`config.mk`:
```
export PLATFORM = sky130hd
export DESIGN_NAME = tamper_detect_unit
export DESIGN_NICKNAME = d
export VERILOG_FILES = /design/src/intrusion_pkg.sv /design/src/tamper_detect_unit.sv
export SDC_FILE = /design/constraint.sdc
export NUM_CORES = 1
export LEC_CHECK = 0
export ABC_AREA = 1
export BUFFER_PORTS_ARGS = -buffer_cell sky130_fd_sc_hd__buf_4
export CAP_MARGIN = 40
export CORE_ASPECT_RATIO = 1.5
export CORE_UTILIZATION = 58
export CTS_CLUSTER_DIAMETER = 80
export DETAILED_ROUTE_END_ITERATION = 10
export GPL_ROUTABILITY_DRIVEN = 0
export PLACE_DENSITY = 0.79
export SLEW_MARGIN = 20
export SYNTH_ARGS = -nofsm -noshare
export SYNTH_HDL_FRONTEND = slang
export SYNTH_SLANG_ARGS = --single-unit
```
`constraint.sdc`:
```
create_clock -name i_core_clk -period 2.87 [get_ports i_core_clk]
set_input_delay 0.574 -clock i_core_clk [delete_from_list [all_inputs] [get_ports i_core_clk]]
set_output_delay 0.574 -clock i_core_clk [all_outputs]
set_load 0.005 [all_outputs]
```
`src/intrusion_pkg.sv`:
```
// Register map, field positions and timing constants of the tamper detector.
package intrusion_pkg;
   // ==========================================================
   // Register offsets.
   localparam logic [7:0] EVENT_FLAGS_OFS          = 8'h0F;
   localparam logic [7:0] INTRUSION_CONFIG_ONE_OFS = 8'h14;
   localparam logic [7:0] INTRUSION_CONFIG_TWO_OFS = 8'h15;
   // ==========================================================
   // Field positions in the configuration registers.
   localparam int DETECT_ENABLE_BIT    = 7;
   localparam int IRQ_ENABLE_BIT       = 6;
   localparam int SWITCH_TYPE_BIT      = 5;
   localparam int TRIGGER_POLARITY_BIT = 4;
   localparam int SAMPLE_SELECT_BIT    = 3;
   // Field positions in the flag register.
   localparam int FLAG_ONE_BIT         = 0;
   localparam int FLAG_TWO_BIT         = 1;
   // ==========================================================
   // Reset values.
   localparam logic [7:0] CONFIG_RESET = 8'h00;
   localparam logic [1:0] FLAGS_RESET  = 2'h0;
   // ==========================================================
   // Timing.
   localparam longint CORE_CLK_HZ      = 250_000_000;
   localparam longint SAMPLE_PERIOD_S  = 1;
   localparam longint SAMPLE_CYCLES    = CORE_CLK_HZ * SAMPLE_PERIOD_S;
endpackage

```
`src/tamper_detect_unit.sv`:
```
// Two-channel tamper detection unit with its register port.
`timescale 1ns/100ps

// How it works
// - Two independent channels, each with its own pin and own flag.
// - Detect enable one arms a channel; zero stops detection on that channel only.
// - Enabled channel seeing tamper sets its flag at offset 0Fh.
// - Flags are read-only; cleared only by writing detect enable zero.
// - Interrupt enable one drives the shared interrupt output on tamper.
// - On battery, interrupt drives only when alarm-in-backup enable is one.
// - Switch type bit: one normally open, zero normally closed.
// - Polarity one: tamper is pin high; zero: tamper is pin low.
// - Normally closed: sample select picks 1 Hz sampling or continuous.
// - Normally open ignores sample select and monitors continuously.
// - Stopped oscillator forces continuous monitoring.
module tamper_detect_unit #(
   parameter longint SAMPLE_CYCLES = intrusion_pkg::SAMPLE_CYCLES
) (
   // Clock and reset.
   input  wire logic       i_core_clk,
   input  wire logic       i_rst,
   // Tamper pins and supply state.
   input  wire logic       i_intrusion_input_one,
   input  wire logic       i_intrusion_input_two,
   input  wire logic       i_on_battery,
   input  wire logic       i_osc_stopped,
   input  wire logic       i_alarm_in_backup_enable,
   // Register port.
   input  wire logic [7:0] i_reg_addr,
   input  wire logic       i_reg_wr,
   input  wire logic [7:0] i_reg_wdata,
   output logic      [7:0] o_reg_rdata,
   // Interrupt pin, open drain, active low.
   output logic            o_irq_n,
   output logic            o_irq_oe
);
   import intrusion_pkg::*;

   // ==========================================================
   // Elaboration check: the divider holds at most 28 bits.
   if (SAMPLE_CYCLES < 2 || SAMPLE_CYCLES > 64'd268435455) begin : g_bad_cycles
      $error("SAMPLE_CYCLES out of range");
   end

   // ==========================================================
   // Pin synchronisers.
   logic [1:0] pin_meta_r;
   logic [1:0] pin_sync_r;
   logic [1:0] sup_meta_r;
   logic [1:0] sup_sync_r;
   logic       on_batt;
   logic       osc_stop;

   always_ff @(posedge i_core_clk or posedge i_rst) begin
      if (i_rst) begin
         pin_meta_r <= 2'h0;
         pin_sync_r <= 2'h0;
         sup_meta_r <= 2'h0;
         sup_sync_r <= 2'h0;
      end else begin
         pin_meta_r <= {i_intrusion_input_two, i_intrusion_input_one};
         pin_sync_r <= pin_meta_r;
         sup_meta_r <= {i_osc_stopped, i_on_battery};
         sup_sync_r <= sup_meta_r;
      end
   end
   assign on_batt  = sup_sync_r[0];
   assign osc_stop = sup_sync_r[1];

   // ==========================================================
   // One-second sampling tick.
   logic [27:0] div_r;
   logic [27:0] div_nxt;
   logic        tick_r;
   logic        tick_nxt;

   always_comb begin
      tick_nxt = 1'b0;
      div_nxt  = div_r + 28'h0000001;
      if (div_r == 28'(SAMPLE_CYCLES - 1)) begin
         div_nxt  = 28'h0000000;
         tick_nxt = 1'b1;
      end
   end

   always_ff @(posedge i_core_clk or posedge i_rst) begin
      if (i_rst) begin
         div_r  <= 28'h0000000;
         tick_r <= 1'b0;
      end else begin
         div_r  <= div_nxt;
         tick_r <= tick_nxt;
      end
   end

   // ==========================================================
   // Configuration registers and flags.
   logic [7:0] cfg_r [2];
   logic [7:0] cfg_nxt [2];
   logic [1:0] flag_r;
   logic [1:0] flag_nxt;
   logic [1:0] hit;
   logic [1:0] sampled;
   logic [1:0] clr;
   logic [1:0] en;
   logic       irq_r;
   logic       irq_nxt;
   logic [7:0] rdata_nxt;

   always_comb begin
      for (int c = 0; c < 2; c++) begin
         cfg_nxt[c] = cfg_r[c];
         en[c]      = cfg_r[c][DETECT_ENABLE_BIT];
         // Tamper level: pin equals the chosen polarity.
         hit[c] = en[c]
                & (pin_sync_r[c] == cfg_r[c][TRIGGER_POLARITY_BIT]);
         // Only a normally closed channel with a running oscillator samples.
         sampled[c] = ~cfg_r[c][SWITCH_TYPE_BIT]
                    & cfg_r[c][SAMPLE_SELECT_BIT]
                    & ~osc_stop;
         if (sampled[c] && !tick_r) begin
            hit[c] = 1'b0;
         end
      end
      if (i_reg_wr && i_reg_addr == INTRUSION_CONFIG_ONE_OFS) begin
         cfg_nxt[0] = i_reg_wdata;
      end
      if (i_reg_wr && i_reg_addr == INTRUSION_CONFIG_TWO_OFS) begin
         cfg_nxt[1] = i_reg_wdata;
      end
      for (int c = 0; c < 2; c++) begin
         clr[c] = ~cfg_nxt[c][DETECT_ENABLE_BIT];
      end
      // A tamper seen in the clearing cycle still sets the flag.
      flag_nxt = (flag_r & ~clr) | hit;
      irq_nxt  = |(flag_nxt & {cfg_nxt[1][IRQ_ENABLE_BIT],
                               cfg_nxt[0][IRQ_ENABLE_BIT]})
               & (~on_batt | i_alarm_in_backup_enable);
      case (i_reg_addr)
         EVENT_FLAGS_OFS:          rdata_nxt = {6'h00, flag_r};
         INTRUSION_CONFIG_ONE_OFS: rdata_nxt = cfg_r[0];
         INTRUSION_CONFIG_TWO_OFS: rdata_nxt = cfg_r[1];
         default:                  rdata_nxt = 8'h00;
      endcase
   end

   always_ff @(posedge i_core_clk or posedge i_rst) begin
      if (i_rst) begin
         cfg_r[0]    <= CONFIG_RESET;
         cfg_r[1]    <= CONFIG_RESET;
         flag_r      <= FLAGS_RESET;
         irq_r       <= 1'b0;
         o_reg_rdata <= 8'h00;
         o_irq_n     <= 1'b1;
         o_irq_oe    <= 1'b0;
      end else begin
         cfg_r[0]    <= cfg_nxt[0];
         cfg_r[1]    <= cfg_nxt[1];
         flag_r      <= flag_nxt;
         irq_r       <= irq_nxt;
         o_reg_rdata <= rdata_nxt;
         o_irq_n     <= ~irq_nxt;
         o_irq_oe    <= irq_nxt;
      end
   end

   // Writes of detect enable zero, one bit per channel.
   logic [1:0] dis_wr;
   // Writes of detect enable one, one bit per channel.
   logic [1:0] keep_wr;

   assign dis_wr[0]  = i_reg_wr && i_reg_addr == INTRUSION_CONFIG_ONE_OFS
                     && !i_reg_wdata[DETECT_ENABLE_BIT];
   assign dis_wr[1]  = i_reg_wr && i_reg_addr == INTRUSION_CONFIG_TWO_OFS
                     && !i_reg_wdata[DETECT_ENABLE_BIT];
   assign keep_wr[0] = i_reg_wr && i_reg_addr == INTRUSION_CONFIG_ONE_OFS
                     && i_reg_wdata[DETECT_ENABLE_BIT];
   assign keep_wr[1] = i_reg_wr && i_reg_addr == INTRUSION_CONFIG_TWO_OFS
                     && i_reg_wdata[DETECT_ENABLE_BIT];
endmodule

```
Yosys cells after proc, flatten, opt, wreduce, memory -nomap -nowiden
Cells that the tools add are included.
{"block": "classes", "n_eq_ne": 6, "n_reduce_logical": 6, "multipliers": 0, "n_lt_le_gt_ge": 0, "addsub": 1, "n_shift": 0, "bitwise": 19, "muxes": 7, "div": 0}
{"cell": "adder 28 x 1 -> 28 bit, second input constant", "n": 1}
{"cell": "equality test 28 bit, second input constant", "n": 1}
{"cell": "two-way mux 28 bit", "n": 1}
{"cell": "one-hot mux 8 bit (3 select lines)", "n": 1}
{"cell": "equality test 8 x 5 -> 1 bit, second input constant", "n": 2}
{"cell": "two-way mux 8 bit", "n": 2}
{"cell": "equality test 8 x 4 -> 1 bit, second input constant", "n": 1}
{"cell": "AND 1 bit", "n": 7}
{"cell": "NOT 1 bit", "n": 7}
{"cell": "AND 2 bit", "n": 2}
{"cell": "logical AND 1 bit", "n": 4}
{"cell": "two-way mux 1 bit", "n": 3}
{"cell": "equality test 1 bit", "n": 2}
{"cell": "NOT 2 bit", "n": 1}
{"cell": "OR 2 bit", "n": 1}
{"cell": "OR reduction 2 bit", "n": 1}
{"cell": "zero test 1 bit", "n": 1}
{"cell": "OR 1 bit", "n": 1}
{"block": "totals", "out_inout_bits": 10, "in_bits": 24, "ff_bits": 65, "ram_bits": 0, "latchBits": 0, "mem_bits_ro": 0, "mem_count": 0}

Depth between registers and ports, before layout
Gate-level depths: netlist (run 1).
{"block": "logic_depth", "word_depth": 11, "depth_mapped": 10, "mapped_depth_nobuf": 10}

Worst setup path before layout (run 1)
No wires, ideal clock.
{"block": "synth_timing", "path_type": "reg-to-reg", "startpoint": "reg div_r[0]", "endpoint": "reg div_r[21]", "period_less_slack_ns": 1.507, "slack_ns": 1.363, "stages_incl_launch_ff": 11, "setup_ns": 0.119, "n_path_buf": 0, "arrival_ns": 1.388, "cell_sequence": "dfrtp_1 ha_1 nand2_1 nor2_2 nand2_1 nor2_2 nand2_1 nor2_1 nand4_2 nand2_1 nor2_1"}
{"block": "synth_via", "elab_chain_len": 2}
{"element": "start, declared", "line": "tamper_detect_unit.sv:72", "source": "logic [27:0] div_r;"}
{"element": "start signal, assigned", "line": "tamper_detect_unit.sv:91", "source": "div_r <= div_nxt;"}
{"element": "adder 28 x 1 -> 28 bit or equality test 28 bit (tied branches)", "line": "tamper_detect_unit.sv:79, tamper_detect_unit.sv:80"}
{"element": "two-way mux 28 bit *", "line": "tamper_detect_unit.sv:80", "source": "if (div_r == 28'(SAMPLE_CYCLES - 1)) begin"}
{"element": "named net div_nxt[21]", "line": "tamper_detect_unit.sv:73", "source": "logic [27:0] div_nxt;"}
The timed path passes the listed nets; every way through them passes the cells marked *.
A chain may end at the register's enable or synchronous reset.

Worst setup path after layout (run 1)
{"block": "layout_timing", "startpoint": "reg div_r[0]", "endpoint": "reg div_r[23]"}
Same word-level chain as after synthesis.

==> flow_summary.yaml, run 1 <==
worst_setup_path:
  reg2reg_depth: 9
  end_kind: "register"
  cpMostUsedCell: "nor3_2"
  r2r-start: "div_r[0]"
  crit-reg2reg-capture: "div_r[23]"
  worst_path_max_delay_cell: "dfrtp_1"
  worstPathRequired_ns: 3.09
  worstSetupStartpoint: "div_r[0]"
  crit_fanout: 7
  worst-endpoint-arrival_ns: 2.08
  r2r_slack_ns: 1.01
  critPathLaunchType: "register"
  slowest_delay_ns: 0.40
  crit_chain: "ha_1 -> nand2_1 -> nor2_2 -> inv_1 -> nor3_2 -> nand3_1 -> nor3_2 -> buf_4 -> nor2_1"
  path_class: "reg2reg"
clock_tree:
  cts_hold_buf: 0
  cts_buffers: 9
  clk_pin_slew_ns: 0.06
  cts_root_buffer: "clkbuf_8"
  clk_latency_ns: 0.33
  clockBufferDepth: 2
  cts_tree: "yes"
  cts_htree_levels: 3
  post-cts-setup-buffers: 0
  clock_sinks: 65
  cts_resized: 0
route:
  num_vias: 2509
  wl_mm: 6.46
  drt_iter0_drc: 150
  viasPerCell: 5.27
  ant_nets: 0
  wire_per_inst_um: 13.6
  drcViolationCount: 0
  drtPass1Iterations: 4
placed_design:
  portBuffers: 33
  dpl-instance-area_sq_um: 3430
  dp.cells: 460
  dp_hpwl_mm: 4.87
timing:
  slew-limit-headroom_pct: 58.4
  report.final.slew_viol_count: 0
  fin_worst_skew_ns: 0.00552
  worstMarginPinSlew_ns: 0.624
  fmax_ghz: 0.537
  whs_ns: 0.323
  period_needed_ns: 1.86
  finalCritPeriodShare_pct: 64.9
  setup-tns-final_ns: 0
  rsz0062_at_grt: "false"
  setup_viol: 0
  final-hold-violation-count: 0
global_routing:
  grt_usage_pct: 25.7
  overflow: 0
  grt_max_degree: 38
  grt_pass1_vias: 2452
  antenna_found_initial: 0
  grt_pass1_wl_mm: 10.5
floorplanning:
  io_pins: 34
  rows: 32
  die_h_um: 91.4
  coreArea_sq_um: 5120
  die_area_sq_um: 5630
  die_w_um: 61.6
  initial_core_util_pct: 60.3
finish:
  layout_commonest_cell: "nand2_1"
  fin_area_sq_um: 3620
  final_cell_mix: "80 x nand2_1, 64 x dfrtp_1, 53 x inv_1"
  fin_cells: 476
  diodes: 0
  nNetsFinal: 428
  drive_gt1_share_pct: 19.4
  syn_to_final_growth_pct: 17.3
synthesis:
  ys_ff_latch: 65
  synth_area_sq_um: 3090
  syn_nets: 386
  syn-mean-instance-area_sq_um: 8.56
  yosysWarnings: 0
  syn_inst: 361
  ys_types: 36
  ys_seq_area_share_pct: 52.7
status:
  status: "completed"
pwr:
  ir_worst_vdd_mv: 0.428
  power.leakage_uw: 0.00177
  powerDensity_nw_per_um2: 499
run:
  maxCapViolCount: 0
min_path:
  hold_class: "in2async"
## sequential cells by signal, indices dropped and copies added, names as in the netlist
| name | count |
|---|---|
| o_irq_oe | 1 |
| tick_r | 1 |
| o_reg_rdata | 8 |
| cfg_r | 16 |
| o_irq_n | 1 |
| sup_meta_r | 2 |
| div_r | 28 |
| sup_sync_r | 2 |
| pin_meta_r | 2 |
| pin_sync_r | 2 |
| flag_r | 2 |
## where the power goes
part	total, uW	switching, uW	internal, uW
clock network	755	333	422
logic	99.9	57.2	42.7
registers	954	9.42	945
## worst max path at each step
stage	end	slack, ns	depth (start not counted)
finish	div_r[23]	1.01	9
global route	div_r[23]	0.81	9
CTS	div_r[12]	1.02	9
detailed placement	o_irq_oe	0.88	8
global placement	o_irq_oe	0.97	8
floorplan	cfg_r[0]	0.67	1
## worst max-delay path, delay by kind of cell, from the launching register on
family | cells | cell delay (ns)
flops | 1 | 0.40
simple gates | 6 | 0.81
fa+ha+maj | 1 | 0.23
buf+inv | 2 | 0.31
## through the flow
| stage | utilization, % | worst slack [ns] | power, uW |
|---|---|---|---|
| 6_report | 70.7 | 1.01 | 1810 |
| 5_1_grt | 70.7 | 0.807 | 1880 |
| 4_1_cts | 70.7 | 1.02 | 1830 |
| 3_5_place_dp | 66.9 | 0.881 | 1070 |
| 3_3_place_gp | 66.9 | 0.971 | 1070 |
| 2_1_floorplan | - | 0.671 | 1020 |
## cells in the mapped netlist
| master | n | share of area, % |
|---|---|---|
| nand2_2 | 1 | 0.20 |
| dfstp_2 | 1 | 0.85 |
| nor4b_2 | 1 | 0.49 |
| nand2_1 | 80 | 9.7 |
| nor3_2 | 7 | 2.3 |
| nand2b_1 | 1 | 0.20 |
| o22ai_1 | 6 | 1.2 |
| nand4_1 | 14 | 2.8 |
| o211ai_1 | 2 | 0.49 |
| nor2_2 | 7 | 1.4 |
| o21ai_0 | 14 | 2.3 |
| nor2_4 | 2 | 0.73 |
| clkinv_1 | 2 | 0.24 |
| and2_1 | 2 | 0.40 |
| buf_4 | 1 | 0.24 |
| and3_1 | 1 | 0.20 |
| xor2_1 | 10 | 2.8 |
| nand4_2 | 2 | 0.81 |
| buf_2 | 3 | 0.49 |
| o21ai_1 | 1 | 0.16 |
| ha_1 | 1 | 0.40 |
| nand3_2 | 1 | 0.32 |
| a21oi_1 | 5 | 0.81 |
| nand3b_1 | 1 | 0.24 |
| and2_0 | 1 | 0.20 |
| nor3b_1 | 1 | 0.24 |
| inv_1 | 54 | 6.6 |
| nor4_1 | 4 | 0.81 |
| dfrtp_1 | 64 | 52 |
| o221ai_1 | 2 | 0.57 |
| nor2_1 | 34 | 4.1 |
| xnor2_1 | 3 | 0.85 |
| inv_2 | 6 | 0.73 |
| a31oi_1 | 1 | 0.20 |
| nor3_1 | 13 | 2.1 |
| nand3_1 | 12 | 1.9 |
## metal layers
metal	vias to the layer above	part of all wire (%)	track usage (%)
met1	1200	38	25.6
met3	12	3.3	5.84
met2	59	56	47.3
met4	0	2.2	11.7
li1	1238	-	-
met5	-	0	0
## final cells by class
cell class / count / area (sq um)
Tap cell: 68 / 85.1
Sequential cell: 65 / 1630
Fill cell: 404 / 1500
Clock buffer: 11 / 141
Timing Repair Buffer: 35 / 275
Inverter: 62 / 233
Multi-Input combinational cell: 230 / 1210
Clock inverter: 5 / 55.1
## kinds of logic (layout without fill, tap and decap cells)
group | Yosys count | count (layout) | share of synthesized area, %
simple gates | 185 | 185 | 29.3
buf+inv | 66 | 113 | 8.26
flops | 65 | 65 | 52.7
compound gates | 31 | 31 | 5.71
xor+xnor | 13 | 13 | 3.68
fa+ha+maj | 1 | 1 | 0.405
(Power assumes the default switching activity.)
==> run 2: changes to the inputs <==
- clock period: 2.87 -> 1.75 ns (I/O delays scaled with it)
==> flow_summary.yaml, run 2 (synthesis results as in run 1) <==
route:
  viasPerCell: 5.28
  num_vias: 2563
  wl_mm: 6.90
  drtPass1Iterations: 4
  drt_iter0_drc: 157
  wire_per_inst_um: 14.2
  drcViolationCount: 0
  ant_nets: 0
floorplanning:
  die_area_sq_um: 5630
  die_h_um: 91.4
  die_w_um: 61.6
  rows: 32
  initial_core_util_pct: 60.3
  coreArea_sq_um: 5120
  io_pins: 34
clock_tree:
  cts_htree_levels: 3
  clk_pin_slew_ns: 0.07
  clk_latency_ns: 0.34
  clockBufferDepth: 2
  cts_tree: "yes"
  clock_sinks: 65
  cts_root_buffer: "clkbuf_8"
  cts_buffers: 9
worst_setup_path:
  worst_path_max_delay_cell: "dfrtp_1"
  crit_chain: "buf_4 -> nand3_2 -> nor2_4 -> inv_2 -> nor2_4 -> nand3_1 -> nor2_1 -> xor2_1 -> nor2_1"
  end_kind: "register"
  crit_fanout: 5
  crit-reg2reg-capture: "div_r[15]"
  critPathLaunchType: "register"
  path_class: "reg2reg"
  slowest_delay_ns: 0.41
  r2r-start: "div_r[0]"
  reg2reg_depth: 9
  worstPathRequired_ns: 1.97
  worstSetupStartpoint: "div_r[0]"
  r2r_slack_ns: 0.09
  worst-endpoint-arrival_ns: 1.89
placed_design:
  dp_hpwl_mm: 5.04
  portBuffers: 33
  pre_cts_slack_ns: 0.0802
min_path:
  hold_class: "in2async"
timing:
  whs_ns: 0.0474
  setup_viol: 0
  report.final.slew_viol_count: 0
  finalCritPeriodShare_pct: 95.1
  fmax_ghz: 0.601
  worstMarginPinSlew_ns: 0.526
  setup-tns-final_ns: 0
  timing.final.ws_setup_ns: 0.0864
  fin_worst_skew_ns: 0.0102
  final-hold-violation-count: 0
  period_needed_ns: 1.66
  slew-limit-headroom_pct: 64.9
finish:
  top_register: "div_r"
  final_cell_mix: "80 x nand2_1, 64 x dfrtp_1, 52 x inv_1"
  nNetsFinal: 438
  largest_reg_flops: 28
  diodes: 0
  reg.largest.list: "div_r (28), cfg_r (16), o_reg_rdata (8)"
  drive_gt1_share_pct: 21.6
  syn_to_final_growth_pct: 21.2
  layout_commonest_cell: "nand2_1"
global_routing:
  grt_pass1_wl_mm: 11.1
  overflow: 0
  grt_max_degree: 25
  grt_usage_pct: 27.7
  antenna_found_initial: 0
  grt_pass1_vias: 2586
status:
  status: "completed"
pwr:
  ir_worst_vdd_mv: 0.768
  power.leakage_uw: 0.00183
  powerDensity_nw_per_um2: 831
run:
  maxCapViolCount: 0
[run 2: report_power, final]
group          total, uW  internal, uW  leakage, uW  switching [uW]
sequential          1560          1550     0.000783            14.8
clock               1380           832     0.000106             548
combinational        168          73.2     0.000941            94.5
total               3110          2450      0.00183             657
[run 2: per-stage QoR]
| stage | std cells | area (sq um) | utilization [%] | total power (uW) |
|---|---|---|---|---|
| finish | 485 | 3740 | 73.1 | 3110 |
| global route | 485 | 3740 | 73.1 | 3230 |
| CTS | 481 | 3690 | 71.9 | 3130 |
| detailed placement | 466 | 3480 | 67.8 | 1760 |
| global placement | 466 | 3480 | 67.8 | 1750 |
| floorplan | 361 | 3090 | - | 1670 |
[run 2: timing repair]
action | in CTS | in global routing
resized for setup | 0 | 6
hold buffers | 0 | 0
setup endpoints to repair | 0 | 18
setup buffers | 0 | 4
[run 2: area by class of cell]
class / instances / area (sq um)
fillers: 395 / 1380
clock buffers: 12 / 145
well taps: 68 / 85.1
repair buffers: 45 / 350
clock inverters: 3 / 65.1
inverters: 62 / 236
multi-input cells: 230 / 1230
flip-flops and latches: 65 / 1630
[run 2: worst max-delay path, delay by kind of cell, from the launching register on]
| family | cells | cell delay (ns) |
|---|---|---|
| simple gates | 6 | 0.73 |
| flops | 1 | 0.41 |
| xor+xnor | 1 | 0.22 |
| buf+inv | 2 | 0.20 |
[run 2: how the worst max path moves through the flow]
stage | end | cells after the start
floorplan | div_r[21] | 10
global placement | div_r[21] | 10
detailed placement | div_r[21] | 10
CTS | div_r[21] | 10
global route | div_r[23] | 9
finish | div_r[15] | 9
[run 2: layer usage]
layer,global-route usage (%),share of wire (%),routed length [um]
met1,26.9,36,2500
met3,6.84,4.0,275
met5,0,0,0
met2,48.4,54,3710
met4,18.1,6.0,411
==> run 3: changes to the inputs <==
- CORE_UTILIZATION: 58 -> 65
- CTS_BUF_LIST: not set -> sky130_fd_sc_hd__clkbuf_4
- PLACE_DENSITY: 0.79 -> 0.87
- clock period: 1.75 -> 2.2 ns (I/O delays scaled with it)
==> flow_summary.yaml, run 3 (synthesis results as in run 1) <==
timing:
  report.final.slew_viol_count: 0
  setup_viol: 0
  fin_worst_skew_ns: 0.0117
  rsz0062_at_grt: "false"
  timing.final.ws_setup_ns: 0.383
  setup-tns-final_ns: 0
  worstMarginPinSlew_ns: 0.452
  final-hold-violation-count: 0
  slew-limit-headroom_pct: 69.6
  finalCritPeriodShare_pct: 82.6
  period_needed_ns: 1.82
  fmax_ghz: 0.550
pwr:
  pwr-share-seq_pct: 57.3
  powerDensity_nw_per_um2: 609
  power_switching_uw: 485
  switching_share_pct: 22.4
  ir_worst_vdd_mv: 0.473
  share_comb_of_total_power_pct: 6.0
  power.leakage_uw: 0.00175
  power_frac_clock_pct: 36.7
  p_int_uw: 1680
status:
  status: "completed"
clock_tree:
  cts_tree: "yes"
  cts_buffers: 9
  cts_resized: 0
  cts_root_buffer: "clkbuf_4"
  clockBufferDepth: 2
  post-cts-setup-buffers: 0
  clk_pin_slew_ns: 0.10
  cts_hold_buf: 0
  cts_htree_levels: 3
  clock_sinks: 65
  clk_latency_ns: 0.40
worst_setup_path:
  worst-endpoint-arrival_ns: 2.11
  critPathLaunchType: "register"
  path_class: "reg2reg"
  worstPathRequired_ns: 2.50
  crit_fanout: 6
  end_kind: "register"
finish:
  nNetsFinal: 428
  top_register: "div_r"
  fin_cells: 472
  layout_commonest_cell: "nand2_1"
  final_cell_mix: "80 x nand2_1, 64 x dfrtp_1, 53 x inv_1"
  drive_gt1_share_pct: 19.6
  fillers: 315
  reg.largest.list: "div_r (28), cfg_r (16), o_reg_rdata (8)"
  syn_to_final_growth_pct: 15.3
  diodes: 0
  largest_reg_flops: 28
floorplanning:
  initial_core_util_pct: 68.0
  die_w_um: 58.3
  io_pins: 34
  die_area_sq_um: 5040
  die_h_um: 86.5
  rows: 30
  coreArea_sq_um: 4540
route:
  num_vias: 2601
  ant_nets: 0
  drcViolationCount: 0
  drtPass1Iterations: 5
  drt_iter0_drc: 129
  wire_per_inst_um: 14.0
  viasPerCell: 5.51
  wl_mm: 6.59
placed_design:
  dp.cells: 456
  dp_hpwl_mm: 4.79
  portBuffers: 33
  pre_cts_slack_ns: 0.348
global_routing:
  grt_pass1_wl_mm: 10.8
  antenna_found_initial: 0
  overflow: 0
  grt_max_degree: 47
  grt_usage_pct: 29.1
  grt_pass1_vias: 2538
min_path:
  hold_class: "in2async"
run:
  maxCapViolCount: 0
-- run 3: cell types whose count changed in the layout (fill, tap and decap cells not counted), sizes merged --
cell    previous run  this run
clkbuf            12        13
bufinv             2         1
inv               59        60
buf               45        35
-- run 3: layout make-up --
class	instances	area (sq um)	share of cell area [%]
tap	64	80.1	2.25
clock inverter	3	42.5	1.19
multi-input combinational	230	1210	33.9
timing repair buffer	35	275	7.72
inverter	62	233	6.53
sequential	65	1630	45.7
clock buffer	13	97.6	2.74
-- run 3: path summary, 6_finish.rpt --
check | startpoint | end | slack [ns] | cells after the start
worst min-delay path | i_rst | div_r[2] | 0.04 | 2
worst max register to register | div_r[0] | div_r[21] | 0.38 | 10
worst min register to register | pin_meta_r[0] | pin_sync_r[0] | 0.36 | 0
worst max-delay path | div_r[0] | div_r[21] | 0.38 | 10
min in group i_core_clk | i_osc_stopped | sup_meta_r[1] | 0.14 | 1
max in group asynchronous | i_rst | o_irq_n | 1.54 | 3
-- run 3: critical path: stages (launching register included) --
cell and delay (ns):
dfrtp_1 0.40, ha_1 0.23, nand2_1 0.10, nor2_2 0.15, nand2_1 0.11, nor2_2 0.14
nand2_1 0.08, nor2_1 0.14, nand4_2 0.20, nand2_1 0.12, nor2_1 0.05
-- run 3: per-stage QoR --
stage,hold slack (ns),total power (uW),utilization [%],instance area (sq um)
after global routing,0.0540,2260,78.5,3560
final,0.0395,2170,78.5,3560
after floorplan,0.331,1330,-,3090
after global placement,0.336,1390,75.4,3420
after detailed placement,0.340,1400,75.4,3420
after CTS,0.0332,2190,78.5,3560
-- run 3: routing by layer --
layer  track usage (%)  part of all wire (%)  vias up
met3              6.12                   5.1       40
met4              20.1                   5.3        0
li1                  -                     -     1244
met2              50.1                    53      110
met5                 0                     0        -
met1              31.3                    37     1207
-- run 3: power groups by stage --
stage,Clock [uW],Combinational (uW),Sequential (uW)
detailed placement,0,130,1270
global route,863,146,1250
CTS,811,131,1240
floorplan,0,66.1,1260
finish,796,129,1240
global placement,0,126,1260
